## src/design/afm_defs.vh

```
// Constants for the alert and fault monitor: register indices, field
// positions, reset values, mode codes and timing figures.
// Assumes inclusion by bare name from the design files and the bench.
`ifndef AFM_DEFS_VH
`define AFM_DEFS_VH

// Register indices on the internal register port
`define AFM_REG_CONFIG     8'h00
`define AFM_REG_ADC_CONFIG 8'h01
`define AFM_REG_DIAG       8'h0B
`define AFM_REG_CUR_UNDER  8'h0C
`define AFM_REG_CUR_OVER   8'h0D
`define AFM_REG_BUS_OVER   8'h0E
`define AFM_REG_BUS_UNDER  8'h0F
`define AFM_REG_HEAT_CEIL  8'h10
`define AFM_REG_PWR_CEIL   8'h11

// Threshold reset values
`define AFM_RST_CUR_UNDER  16'h8000
`define AFM_RST_CUR_OVER   16'h7FFF
`define AFM_RST_BUS_OVER   16'h7FFF
`define AFM_RST_BUS_UNDER  16'h0000
`define AFM_RST_HEAT_CEIL  16'hFFFF
`define AFM_RST_PWR_CEIL   16'h7FFF
`define AFM_RST_ZERO16     16'h0000

// Configuration register fields
`define AFM_CFG_RST_BIT    15

// Converter configuration fields and mode codes
`define AFM_MODE_HI        1
`define AFM_MODE_LO        0
`define AFM_MODE_SHUTDOWN  2'h0
`define AFM_MODE_TRIGGER   2'h1
`define AFM_MODE_CONT      2'h2
`define AFM_MODE_CONT_ALT  2'h3
`define AFM_RST_MODE       2'h2

// Diagnostic register bit positions
`define AFM_DG_MEM_OK      0
`define AFM_DG_PWR_OVER    1
`define AFM_DG_BUS_UNDER   2
`define AFM_DG_BUS_OVER    3
`define AFM_DG_CUR_UNDER   4
`define AFM_DG_CUR_OVER    5
`define AFM_DG_HEAT_OVER   6
`define AFM_DG_ARITH_WRAP  7
`define AFM_DG_ENERGY_WRAP 8
`define AFM_DG_CHARGE_WRAP 9
`define AFM_DG_CONV_DONE   10
`define AFM_DG_SETTLED     11
`define AFM_DG_LVL_INVERT  12
`define AFM_DG_AVG_CMP     13
`define AFM_DG_RDY_FAULT   14
`define AFM_DG_HOLD        15

// Limit flag vector order (six flags)
`define AFM_LIM_PWR_OVER   0
`define AFM_LIM_BUS_UNDER  1
`define AFM_LIM_BUS_OVER   2
`define AFM_LIM_CUR_UNDER  3
`define AFM_LIM_CUR_OVER   4
`define AFM_LIM_HEAT_OVER  5

// Timing: settle time in microseconds and clock rate in MHz
`define AFM_SETTLE_US      300
`define AFM_CLK_MHZ        100

`endif

```

## src/design/afm_limit_cmp.v

```verilog
// Out-of-range comparator bank for the alert and fault monitor.
// Purely combinational; the caller samples the result on its strobe.
`timescale 1ns/1ps
`include "afm_defs.vh"

module afm_limit_cmp #(
    parameter DATA_W = 16 // Result and threshold width
) (
    input wire [DATA_W-1:0] curVal, // Current result, signed
    input wire [DATA_W-1:0] busVal, // Bus voltage result, positive
    input wire [DATA_W-1:0] heatVal, // Die temperature result, positive
    input wire [DATA_W-1:0] pwrVal, // Power result, signed
    input wire [DATA_W-1:0] curUnderTh, // Current under threshold
    input wire [DATA_W-1:0] curOverTh, // Current over threshold
    input wire [DATA_W-1:0] busOverTh, // Bus over threshold
    input wire [DATA_W-1:0] busUnderTh, // Bus under threshold
    input wire [DATA_W-1:0] heatCeil, // Temperature ceiling
    input wire [DATA_W-1:0] pwrCeil, // Power ceiling
    output wire [5:0] hits // One bit per limit crossed
);

    // Signed greater-than, used for the two signed quantities
    function sgt;
        input [DATA_W-1:0] a;
        input [DATA_W-1:0] b;
        begin
            sgt = $signed(a) > $signed(b);
        end
    endfunction

    // Signed over/under for current and power, unsigned for the rest
    assign hits[`AFM_LIM_CUR_OVER] = sgt(curVal, curOverTh);
    assign hits[`AFM_LIM_CUR_UNDER] = sgt(curUnderTh, curVal);
    assign hits[`AFM_LIM_PWR_OVER] = sgt(pwrVal, pwrCeil);
    // Positive-only quantities: unsigned so a ceiling of all ones never trips
    assign hits[`AFM_LIM_BUS_OVER] = busVal > busOverTh;
    assign hits[`AFM_LIM_BUS_UNDER] = busVal < busUnderTh;
    assign hits[`AFM_LIM_HEAT_OVER] = heatVal > heatCeil;

endmodule // afm_limit_cmp

```

## src/design/afm_monitor.v

```verilog
// Alert and fault monitor: thresholds, diagnostic flags, alert pin,
// conversion mode control and register reset.
// Assumes results and event pulses come from logic on clk_sys, and that a
// serial front end drives the register port with one-cycle strobes.
`timescale 1ns/1ps
`include "afm_defs.vh"

module afm_monitor #(
    parameter DATA_W = 16, // Register and result width
    parameter TIME_W = 32, // Elapsed-time counter width
    parameter SETTLE_CYC = `AFM_SETTLE_US * `AFM_CLK_MHZ // Settle cycles
) (
    input wire clk_sys, // System clock, 100 MHz
    input wire arst_n, // Asynchronous reset, active low
    input wire [7:0] regAddr, // Register index
    input wire regWrEn, // Write strobe, one cycle
    input wire [DATA_W-1:0] regWrData, // Write data
    input wire regRdEn, // Read strobe, one cycle
    output reg [DATA_W-1:0] regRdData, // Read data, valid after strobe
    input wire rawValid, // Single conversion result pulse
    input wire [DATA_W-1:0] rawCur, // Single current result
    input wire [DATA_W-1:0] rawBus, // Single bus voltage result
    input wire [DATA_W-1:0] rawHeat, // Single temperature result
    input wire [DATA_W-1:0] rawPwr, // Single power result
    input wire avgValid, // Completed (averaged) conversion pulse
    input wire [DATA_W-1:0] avgCur, // Averaged current
    input wire [DATA_W-1:0] avgBus, // Averaged bus voltage
    input wire [DATA_W-1:0] avgHeat, // Averaged temperature
    input wire [DATA_W-1:0] avgPwr, // Averaged power
    input wire arithWrap, // Arithmetic overflow pulse
    input wire energyWrap, // Energy accumulator overflow pulse
    input wire chargeWrap, // Charge accumulator overflow pulse
    input wire trimMemoryOk, // Trim memory health level
    output reg convRun, // Converter enabled
    output reg convRestart, // Restart conversion pulse
    output reg [TIME_W-1:0] elapsedCnt, // Elapsed cycles in continuous mode
    output reg alertOut, // Alert pin output value, always low
    output reg alertOe // Alert pin pull-down enable
);

    // Settle counter width
    localparam SET_W = 16;
    localparam [SET_W-1:0] SETTLE_LAST = SETTLE_CYC - 1;

    // Threshold registers
    reg [DATA_W-1:0] curUnderTh_q; // Current under threshold
    reg [DATA_W-1:0] curOverTh_q; // Current over threshold
    reg [DATA_W-1:0] busOverTh_q; // Bus over threshold
    reg [DATA_W-1:0] busUnderTh_q; // Bus under threshold
    reg [DATA_W-1:0] heatCeil_q; // Temperature ceiling
    reg [DATA_W-1:0] pwrCeil_q; // Power ceiling

    // Control bits
    reg [1:0] mode_q; // Conversion mode field
    reg faultHold_q; // Fault hold enable
    reg readyToFault_q; // Ready-to-fault enable
    reg avgCompare_q; // Averaged compare enable
    reg levelInvert_q; // Fault level invert

    // Status flags
    reg [5:0] limitFlags_q; // Over/under flags
    reg convDone_q; // Conversion done flag
    reg arithFlag_q; // Arithmetic wrap flag
    reg energyFlag_q; // Energy wrap flag
    reg chargeFlag_q; // Charge wrap flag
    reg alertHeld_q; // Alert state after hold logic
    reg alertHeld_d; // Next alert state
    reg softRst_q; // Soft reset pending
    reg [SET_W-1:0] settleCnt_q; // Settle counter
    reg settled_q; // Results trusted

    // Decoded accesses
    wire wrCfg = regWrEn && (regAddr == `AFM_REG_CONFIG);
    wire wrAdc = regWrEn && (regAddr == `AFM_REG_ADC_CONFIG);
    wire wrDiag = regWrEn && (regAddr == `AFM_REG_DIAG);
    wire rdDiag = regRdEn && (regAddr == `AFM_REG_DIAG);
    wire [1:0] newMode = regWrData[`AFM_MODE_HI:`AFM_MODE_LO];
    wire newIsShut = (newMode == `AFM_MODE_SHUTDOWN);

    // Compare source chosen by the averaged compare enable
    wire cmpStrobe = avgCompare_q ? avgValid : rawValid;
    wire [DATA_W-1:0] selCur = avgCompare_q ? avgCur : rawCur;
    wire [DATA_W-1:0] selBus = avgCompare_q ? avgBus : rawBus;
    wire [DATA_W-1:0] selHeat = avgCompare_q ? avgHeat : rawHeat;
    wire [DATA_W-1:0] selPwr = avgCompare_q ? avgPwr : rawPwr;
    wire [5:0] hits; // Comparator outputs
    wire convActive = convRun; // Results only count while running

    // Comparator bank
    afm_limit_cmp #(
        .DATA_W(DATA_W)
    ) uCmp (
        .curVal(selCur),
        .busVal(selBus),
        .heatVal(selHeat),
        .pwrVal(selPwr),
        .curUnderTh(curUnderTh_q),
        .curOverTh(curOverTh_q),
        .busOverTh(busOverTh_q),
        .busUnderTh(busUnderTh_q),
        .heatCeil(heatCeil_q),
        .pwrCeil(pwrCeil_q),
        .hits(hits)
    );

    // Diagnostic word assembly, shared by readback
    function [DATA_W-1:0] diagWord;
        input [5:0] lim;
        input [3:0] flg; // {charge, energy, arith, done}
        input [3:0] ctl; // {hold, ready, avg, invert}
        input stl;
        input mem;
        begin
            diagWord = {DATA_W{1'b0}};
            diagWord[`AFM_DG_MEM_OK] = mem;
            diagWord[`AFM_DG_PWR_OVER] = lim[`AFM_LIM_PWR_OVER];
            diagWord[`AFM_DG_BUS_UNDER] = lim[`AFM_LIM_BUS_UNDER];
            diagWord[`AFM_DG_BUS_OVER] = lim[`AFM_LIM_BUS_OVER];
            diagWord[`AFM_DG_CUR_UNDER] = lim[`AFM_LIM_CUR_UNDER];
            diagWord[`AFM_DG_CUR_OVER] = lim[`AFM_LIM_CUR_OVER];
            diagWord[`AFM_DG_HEAT_OVER] = lim[`AFM_LIM_HEAT_OVER];
            diagWord[`AFM_DG_ARITH_WRAP] = flg[1];
            diagWord[`AFM_DG_ENERGY_WRAP] = flg[2];
            diagWord[`AFM_DG_CHARGE_WRAP] = flg[3];
            diagWord[`AFM_DG_CONV_DONE] = flg[0];
            diagWord[`AFM_DG_SETTLED] = stl;
            diagWord[`AFM_DG_LVL_INVERT] = ctl[0];
            diagWord[`AFM_DG_AVG_CMP] = ctl[1];
            diagWord[`AFM_DG_RDY_FAULT] = ctl[2];
            diagWord[`AFM_DG_HOLD] = ctl[3];
        end
    endfunction

    // Soft reset request, acted on the next cycle
    always @(posedge clk_sys or negedge arst_n)
    begin
        if (!arst_n)
        begin
            softRst_q <= 1'b0;
        end
        else
        begin
            softRst_q <= wrCfg && regWrData[`AFM_CFG_RST_BIT];
        end
    end

    // Settle timer runs once after power-on only
    always @(posedge clk_sys or negedge arst_n)
    begin
        if (!arst_n)
        begin
            settleCnt_q <= {SET_W{1'b0}};
            settled_q <= 1'b0;
        end
        else if (!settled_q)
        begin
            // Results before this point are not trusted
            if (settleCnt_q == SETTLE_LAST)
            begin
                settled_q <= 1'b1;
            end
            settleCnt_q <= settleCnt_q + 1'b1;
        end
    end

    // Threshold and control registers
    always @(posedge clk_sys or negedge arst_n)
    begin
        if (!arst_n)
        begin
            // Power-on defaults
            curUnderTh_q <= `AFM_RST_CUR_UNDER;
            curOverTh_q <= `AFM_RST_CUR_OVER;
            busOverTh_q <= `AFM_RST_BUS_OVER;
            busUnderTh_q <= `AFM_RST_BUS_UNDER;
            heatCeil_q <= `AFM_RST_HEAT_CEIL;
            pwrCeil_q <= `AFM_RST_PWR_CEIL;
            faultHold_q <= 1'b0;
            readyToFault_q <= 1'b0;
            avgCompare_q <= 1'b0;
            levelInvert_q <= 1'b0;
        end
        else if (softRst_q)
        begin
            // Same defaults from the reset bit
            curUnderTh_q <= `AFM_RST_CUR_UNDER;
            curOverTh_q <= `AFM_RST_CUR_OVER;
            busOverTh_q <= `AFM_RST_BUS_OVER;
            busUnderTh_q <= `AFM_RST_BUS_UNDER;
            heatCeil_q <= `AFM_RST_HEAT_CEIL;
            pwrCeil_q <= `AFM_RST_PWR_CEIL;
            faultHold_q <= 1'b0;
            readyToFault_q <= 1'b0;
            avgCompare_q <= 1'b0;
            levelInvert_q <= 1'b0;
        end
        else if (regWrEn)
        begin
            // Writes are honoured in every mode, shutdown included
            case (regAddr)
                `AFM_REG_CUR_UNDER: curUnderTh_q <= regWrData;
                `AFM_REG_CUR_OVER: curOverTh_q <= regWrData;
                `AFM_REG_BUS_OVER: busOverTh_q <= regWrData;
                `AFM_REG_BUS_UNDER: busUnderTh_q <= regWrData;
                `AFM_REG_HEAT_CEIL: heatCeil_q <= regWrData;
                `AFM_REG_PWR_CEIL: pwrCeil_q <= regWrData;
                `AFM_REG_DIAG:
                begin
                    faultHold_q <= regWrData[`AFM_DG_HOLD];
                    readyToFault_q <= regWrData[`AFM_DG_RDY_FAULT];
                    avgCompare_q <= regWrData[`AFM_DG_AVG_CMP];
                    levelInvert_q <= regWrData[`AFM_DG_LVL_INVERT];
                end
                default:
                begin
                    // Other indices hold nothing here
                end
            endcase
        end
    end

    // Mode field and converter run control
    always @(posedge clk_sys or negedge arst_n)
    begin
        if (!arst_n)
        begin
            mode_q <= `AFM_RST_MODE;
            convRun <= 1'b1;
            convRestart <= 1'b0;
        end
        else if (softRst_q)
        begin
            mode_q <= `AFM_RST_MODE;
            convRun <= 1'b1;
            convRestart <= 1'b1;
        end
        else if (wrAdc)
        begin
            // Any mode write aborts and restarts, shutdown stops
            mode_q <= newMode;
            convRun <= !newIsShut;
            convRestart <= !newIsShut;
        end
        else
        begin
            convRestart <= 1'b0;
            // A single-shot ends in the shutdown state
            if (avgValid && (mode_q == `AFM_MODE_TRIGGER))
            begin
                convRun <= 1'b0;
            end
        end
    end

    // Elapsed-time count, only meaningful in continuous mode
    always @(posedge clk_sys or negedge arst_n)
    begin
        if (!arst_n)
        begin
            elapsedCnt <= {TIME_W{1'b0}};
        end
        else if (softRst_q || wrAdc)
        begin
            elapsedCnt <= {TIME_W{1'b0}};
        end
        else if (convRun && mode_q[1])
        begin
            elapsedCnt <= elapsedCnt + 1'b1;
        end
    end

    // Limit flags: follow each compare, or accumulate under hold
    always @(posedge clk_sys or negedge arst_n)
    begin
        if (!arst_n)
        begin
            limitFlags_q <= 6'h00;
        end
        else if (softRst_q)
        begin
            limitFlags_q <= 6'h00;
        end
        else if (cmpStrobe && settled_q && convActive)
        begin
            // New hits win over a clear in the same cycle
            if (faultHold_q && !rdDiag)
            begin
                limitFlags_q <= limitFlags_q | hits;
            end
            else
            begin
                limitFlags_q <= hits;
            end
        end
        else if (rdDiag && faultHold_q)
        begin
            limitFlags_q <= 6'h00;
        end
    end

    // Sticky event flags; a set in the clearing cycle wins
    always @(posedge clk_sys or negedge arst_n)
    begin
        if (!arst_n)
        begin
            convDone_q <= 1'b0;
            arithFlag_q <= 1'b0;
            energyFlag_q <= 1'b0;
            chargeFlag_q <= 1'b0;
        end
        else if (softRst_q)
        begin
            convDone_q <= 1'b0;
            arithFlag_q <= 1'b0;
            energyFlag_q <= 1'b0;
            chargeFlag_q <= 1'b0;
        end
        else
        begin
            // Done flag set regardless of the ready-to-fault enable
            if (avgValid && convActive)
            begin
                convDone_q <= 1'b1;
            end
            else if (rdDiag || (wrAdc && !newIsShut))
            begin
                convDone_q <= 1'b0;
            end
            arithFlag_q <= arithWrap | (arithFlag_q & !rdDiag);
            energyFlag_q <= energyWrap | (energyFlag_q & !rdDiag);
            chargeFlag_q <= chargeWrap | (chargeFlag_q & !rdDiag);
        end
    end

    // Alert cause and hold; wrap flags are deliberately left out
    always @*
    begin
        alertHeld_d = (|limitFlags_q) | (readyToFault_q & convDone_q);
        if (faultHold_q && alertHeld_q)
        begin
            alertHeld_d = 1'b1;
        end
        // Read clears the causes; stale flags must not relatch a held alert
        if (rdDiag)
        begin
            alertHeld_d = !faultHold_q && (|limitFlags_q);
        end
        if (softRst_q)
        begin
            alertHeld_d = 1'b0;
        end
    end

    // Alert state and open-drain pin
    always @(posedge clk_sys or negedge arst_n)
    begin
        if (!arst_n)
        begin
            alertHeld_q <= 1'b0;
            alertOut <= 1'b0;
            alertOe <= 1'b0;
        end
        else
        begin
            alertHeld_q <= alertHeld_d;
            alertOut <= 1'b0;
            // Pull low when active, or when idle if inverted
            alertOe <= alertHeld_d ^ levelInvert_q;
        end
    end

    // Register readback, one cycle after the read strobe
    always @(posedge clk_sys or negedge arst_n)
    begin
        if (!arst_n)
        begin
            regRdData <= `AFM_RST_ZERO16;
        end
        else if (regRdEn)
        begin
            // Reads work in shutdown as well
            case (regAddr)
                `AFM_REG_CONFIG: regRdData <= `AFM_RST_ZERO16;
                `AFM_REG_ADC_CONFIG: regRdData <= {{(DATA_W-2){1'b0}}, mode_q};
                `AFM_REG_DIAG: regRdData <= diagWord(limitFlags_q,
                    {chargeFlag_q, energyFlag_q, arithFlag_q, convDone_q},
                    {faultHold_q, readyToFault_q, avgCompare_q, levelInvert_q},
                    settled_q, trimMemoryOk);
                `AFM_REG_CUR_UNDER: regRdData <= curUnderTh_q;
                `AFM_REG_CUR_OVER: regRdData <= curOverTh_q;
                `AFM_REG_BUS_OVER: regRdData <= busOverTh_q;
                `AFM_REG_BUS_UNDER: regRdData <= busUnderTh_q;
                `AFM_REG_HEAT_CEIL: regRdData <= heatCeil_q;
                `AFM_REG_PWR_CEIL: regRdData <= pwrCeil_q;
                default: regRdData <= `AFM_RST_ZERO16;
            endcase
        end
    end

endmodule // afm_monitor

```

## config.mk

```make
export PLATFORM = sky130hd
export DESIGN_NAME = afm_monitor
export DESIGN_NICKNAME = d
export VERILOG_FILES = /design/src/design/afm_limit_cmp.v /design/src/design/afm_monitor.v
export VERILOG_INCLUDE_DIRS = /design/src /design/src/design
export SDC_FILE = /design/constraint.sdc
export NUM_CORES = 1
export LEC_CHECK = 0
export BUFFER_PORTS_ARGS = -buffer_cell sky130_fd_sc_hd__buf_2
export CORE_MARGIN = 2
export CORE_UTILIZATION = 25
export CTS_CLUSTER_SIZE = 8
export DETAILED_ROUTE_END_ITERATION = 8
export HOLD_SLACK_MARGIN = 0.15
export PLACE_DENSITY = 0.39
export SLEW_MARGIN = 10
export SYNTH_ARGS = -nofsm -noshare
export SYNTH_HDL_FRONTEND = slang
export SYNTH_HIERARCHICAL = 1
export SYNTH_SLANG_ARGS = --single-unit
```

## constraint.sdc

```tcl
create_clock -name clk_sys -period 4.4 [get_ports clk_sys]
set_input_delay 0.66 -clock clk_sys [delete_from_list [all_inputs] [get_ports clk_sys]]
set_output_delay 0.66 -clock clk_sys [all_outputs]
set_load 0.03 [all_outputs]
```

Yosys cells after proc, flatten, opt, wreduce, memory -nomap -nowiden:

Index checks and enable logic that the tools add are counted.

* bits of input ports: 162
* output and inout bits: 52
* logic and storage cells: 155
* register bits: 182

* reductions and logical operators: 42
* multiplexer cells: 60
* bitwise operators: 10
* order comparisons: 6
* $add $sub $neg: 2
* equal/unequal tests: 10

Operator list (number)
* two-way mux 16 bit: 22
* one-hot mux 16 bit (8 select lines): 1
* greater-than comparator 16 bit: 5
* two-way mux 32 bit: 2
* == test 8 x 4 -> 1 bit, second input constant: 5
* adder 32 x 1 -> 32 bit, second input constant: 1
* two-way mux 1 bit: 29
* two-way mux 6 bit: 4
* nonzero test 2 bit: 10
* adder 16 x 1 -> 16 bit, second input constant: 1
* == test 16 x 15 -> 1 bit, second input constant: 1
* == test 8 x 5 -> 1 bit, second input constant: 2
* < comparator 16 bit: 1
* logical AND 1 bit: 14
* AND reduction 2 bit: 7
* nonzero test 3 bit: 3
* == test 8 x 1 -> 1 bit, second input constant: 1
* zero test 8 bit: 1
* bitwise OR 6 bit: 1
* OR reduction 6 bit: 1
* bitwise AND 1 bit: 4
* two-way mux 2 bit: 2
* bitwise OR 1 bit: 4
* zero test 1 bit: 3
* other kinds (4): 5

Logic depth before layout (Yosys ltp):

* depth after elaboration: 7
* depth in mapped cells: 11
* depth with buffers taken out: 9

Modules after synthesis:

The synthesis kept the hierarchy.

Modules (own cells, without submodules)
* afm_monitor: seq. area each 4634.4 um^2, instances 1, area an instance 9731.8 um^2, cells an instance 931
* afm_limit_cmp: seq. area each 0.0 um^2, instances 1, area an instance 2412.3 um^2, cells an instance 337

Least setup slack after synthesis:

OpenSTA, ideal clock, no wires.

* kind: reg-to-reg
* from: register avgCompare_q
* to: register limitFlags_q[5]
* cell stages (with the launch flop): 11
* library setup time: 121 ps
* period minus slack after synthesis: 2665 ps
* path slack: 1735 ps
* arrival: 2544 ps
* cells stage by stage: dfrtp_1 buf_1 clkbuf_1 mux2_2 ha_1 nor2b_1 o211ai_1 a21oi_1 o31ai_1 a21oi_1 a22o_1

* word-level cells in the longest chain between the ends: 6

RTL lines
* start: declaration: RTL line afm_monitor.v:57 `reg avgCompare_q;`
* start signal: assignment: RTL line afm_monitor.v:211 `` avgCompare_q <= regWrData[`AFM_DG_AVG_CMP]; ``
* two-way mux 16 bit (*): RTL line afm_monitor.v:84 `wire [DATA_W-1:0] selHeat = avgCompare_q ? avgHeat : rawHeat;`
* via selHeat[1]: RTL line afm_monitor.v:84
* greater-than comparator 16 bit (*): RTL line afm_limit_cmp.v:38 `` assign hits[`AFM_LIM_HEAT_OVER] = heatVal > heatCeil; ``
* via hits[5]: RTL line afm_monitor.v:86 `wire [5:0] hits;`
* bitwise OR 6 bit: RTL line afm_monitor.v:288 `limitFlags_q <= limitFlags_q | hits;`
* two-way mux 6 bit (*): RTL line afm_monitor.v:286 `if (faultHold_q && !rdDiag)`
* two-way mux 6 bit (*): RTL line afm_monitor.v:283 `else if (cmpStrobe && settled_q && convActive)`
* two-way mux 6 bit (*): RTL line afm_monitor.v:279 `else if (softRst_q)`
* end signal: assignment: RTL line afm_monitor.v:288
* end signal: assignment: RTL line afm_monitor.v:292 `limitFlags_q <= hits;`
* end: declaration: RTL line afm_monitor.v:61 `reg [5:0] limitFlags_q;`

Mark *: on every way through the listed nets, which the timed path passes. The rest lies on a longest branch.
A chain may end at the register's enable or synchronous reset.

Worst setup path in the final report:

* from: register avgCompare_q
* to: register limitFlags_q[2]

* word-level cells in the longest chain between the ends: 6

RTL lines
* two-way mux 16 bit (*): RTL line afm_monitor.v:83 `wire [DATA_W-1:0] selBus = avgCompare_q ? avgBus : rawBus;`
* via selBus[14]: RTL line afm_monitor.v:83
* greater-than comparator 16 bit (*): RTL line afm_limit_cmp.v:36 `` assign hits[`AFM_LIM_BUS_OVER] = busVal > busOverTh; ``
* via hits[2]: RTL line afm_monitor.v:86
* bitwise OR 6 bit: RTL line afm_monitor.v:288
* two-way mux 6 bit (*): RTL line afm_monitor.v:286
* two-way mux 6 bit (*): RTL line afm_monitor.v:283
* two-way mux 6 bit (*): RTL line afm_monitor.v:279

Marked as above.

==> results.toml <==
[outcome]
status = "finished clean"

[floorplanning]
io_pins = 214
fp.dieH_um = 224.4
design.core.area_um2 = 47850
die_w_um = 224.4
die_area_um2 = 50360
rows = 80
start_util_pct = 25.38

[power]
pwr_density_cell_nw_per_um2 = 330.6
internal_power_mw = 3.158
pwr-share-seq_pct = 42.7
clock_power_share_pct = 33.7
p_leak_nw = 6.499
combPwrFrac_pct = 23.6
p_switching_mw = 1.617
p_sw_share_pct = 33.86
ir_drop_mv = 0.2619

[clock_network]
cts_tree = "built"
post_cts_buffers = 0
htreeDepth = 4
ctsHoldBuffers = 0
clkTransAtPathRegs_ns = 0.07
ctsResizeCount = 0
clock-root-buffer = "clkbuf_16"
numCtsBuffers = 17
cts_buffer_depth = 2
cts.sinks = 182
clk_latency_ns = 0.45

[setup_path]
cp-end-kind = "flip-flop"
cp.arrival_ns = 3.50
crit_type = "flip-flop to flip-flop"
critical_path_required_ns = 4.74
cp_max_fo = 59
critPathLaunchType = "flip-flop"

[placement]
hpwl_um = 32040
port_buffers = 212
place.gp.congestion = 0.8100
place_inst = 2045

[timing]
finalSetupViolations = 0
hold_viol_final = 0
maxSlewViolCount = 0
min_period_ns = 3.161
whs_ns = 0.3003
worst_pin_slew_ns = 0.9623
finalClockSkew_ns = 0.007965
slew_headroom_pct = 35.35
fmax_mhz = 316.4
finalSetupTns_ns = 0
grt_setup_unrepaired = "no"
post-route-period-util_pct = 71.84

[min_path]
hold_class = "input port to async pin"

[cells_and_area]
final_common_cell = "buf_2"
final_cell_mix = "211 x buf_2, 158 x nand2_1, 116 x dfrtp_1"
nNetsFinal = 1708
num_antenna_cells = 0
drive_gt1_share_pct = 29.69
final_cells = 2077
area_delta_synth_final_pct = 18.96

[route]
vias_per_cell = 4.949
drc = 0
finalWirelength_um = 42950
wire_per_inst_um = 20.68
final_antenna_net_count = 0
first_pass_iters = 4
via_count = 10280
drtIter0Drc = 662

[yosys]
async_reset_ff_share_pct = 100.0
synthCells = 1268
synth_edf_count = 0
yosys-top-cells-area = "dfrtp_1 24%, dfstp_2 14%, ha_1 10%"
ys_warn_count = 6
avgSynthCellArea_um2 = 9.577
syn_nets = 1527
netlist_area_um2 = 12140
synth_top_area_cell = "dfrtp_1"
ys_types = 68
yosysSeqAreaShare_pct = 38.16
yosysTopAreaCellShare_pct = 24.31
synth_seq_cells = 182
synthFlopType = "dfrtp_1"

[grt]
grt_util_all_layers_pct = 17.34
grt_antenna_before_repair = 0
gr-total-overflow = 0
grt_max_degree = 89
grt_pass1_vias = 10390
grt_pass1_wl_um = 65650

[run]
max_cap_violations = 0
-- routing by layer --
metal  vias up  part of all wire [%]  GRT usage, %
met5         -                     0             0
met4         0                   2.5         5.554
met3        39                   3.5         2.221
met2       237                    47         28.08
met1      5048                    47         23.98
li1       4955                     -             -
-- power groups by stage --
stage                     registers, mW  logic (mW)  clock network (mW)
after CTS                          2.04        1.14                1.65
final                              2.04        1.13                1.61
after global routing               2.06        1.26                1.73
after detailed placement           2.07        1.13                   0
after global placement             2.07        1.12                   0
after floorplan                    2.10       0.642                   0
-- final cells by class --
type / count / area (µm²)
timing repair buffer: 231 / 1235
sequential: 182 / 4642
multi-input combinational: 910 / 6798
clock buffer: 19 / 452.9
tap: 615 / 769.5
clock inverter: 13 / 147.6
fill: 5049 / 33400
inverter: 107 / 401.6
-- logic make-up after synthesis --
family                   after synthesis  share of synthesized area, %
XOR/XNOR                              26                         1.875
adder cells (fa/ha/maj)               97                         9.994
flip-flops                           182                         38.16
other                                  1                       0.03088
multiplexers                          96                         10.23
AO/OA/AOI/OAI                        257                         15.00
AND/OR/NAND/NOR                      433                         18.84
buffers and inverters                176                         5.862
-- state kept, by name (all words and copies together), names as in the netlist, 2 cells and up --
name,cells
curUnderTh_q,16
settleCnt_q,16
elapsedCnt,32
pwrCeil_q,16
regRdData,16
busOverTh_q,16
limitFlags_q,6
heatCeil_q,16
curOverTh_q,16
busUnderTh_q,16
mode_q,2
-- per-stage QoR --
stage | setup WS (ns) | area [µm²] | util, % | power (mW)
floorplan | 1.735 | 12140 | - | 2.742
detailed placement | 1.200 | 13850 | 28.94 | 3.203
global placement | 1.257 | 13850 | 28.94 | 3.194
global route | 1.019 | 14450 | 30.19 | 5.046
CTS | 1.183 | 14450 | 30.19 | 4.832
finish | 1.239 | 14450 | 30.19 | 4.775
-- Yosys cell counts (16+ instances only) --
cell and n:
nand4_1 31, nor2_1 50, nand3b_1 16, and3_1 26
a211o_1 48, mux4_2 16, a21oi_1 90, clkbuf_1 34
buf_2 26, ha_1 97, a22oi_1 16, mux2_2 65
nand3_1 37, inv_1 106, a211oi_1 19, dfstp_2 64
dfrtp_1 118, nor2b_1 35, nand2_1 158
-- final timing paths --
path / start / endpoint / slack (ns) / cells past startpoint
worst max register to register: avgCompare_q / limitFlags_q[2] / 1.24 / 8
max in group asynchronous: arst_n / busOverTh_q[14] / 3.19 / 2
worst min-delay path: arst_n / elapsedCnt[9] / 0.30 / 1
worst max-delay path: avgCompare_q / limitFlags_q[2] / 1.24 / 8
min in group clk_sys: chargeWrap / chargeFlag_q / 0.45 / 3
worst min register to register: settleCnt_q[14] / settleCnt_q[14] / 0.46 / 1
-- critical path: stages (launching register included) --
cell and delay [ns]:
dfrtp_4 1.00, buf_4 0.32, mux2_2 0.37, ha_1 0.33, nand4_1 0.22, a21oi_1 0.07
a211oi_1 0.40, a21oi_1 0.11, a22o_1 0.21
Power figures use the tool's default switching activity.
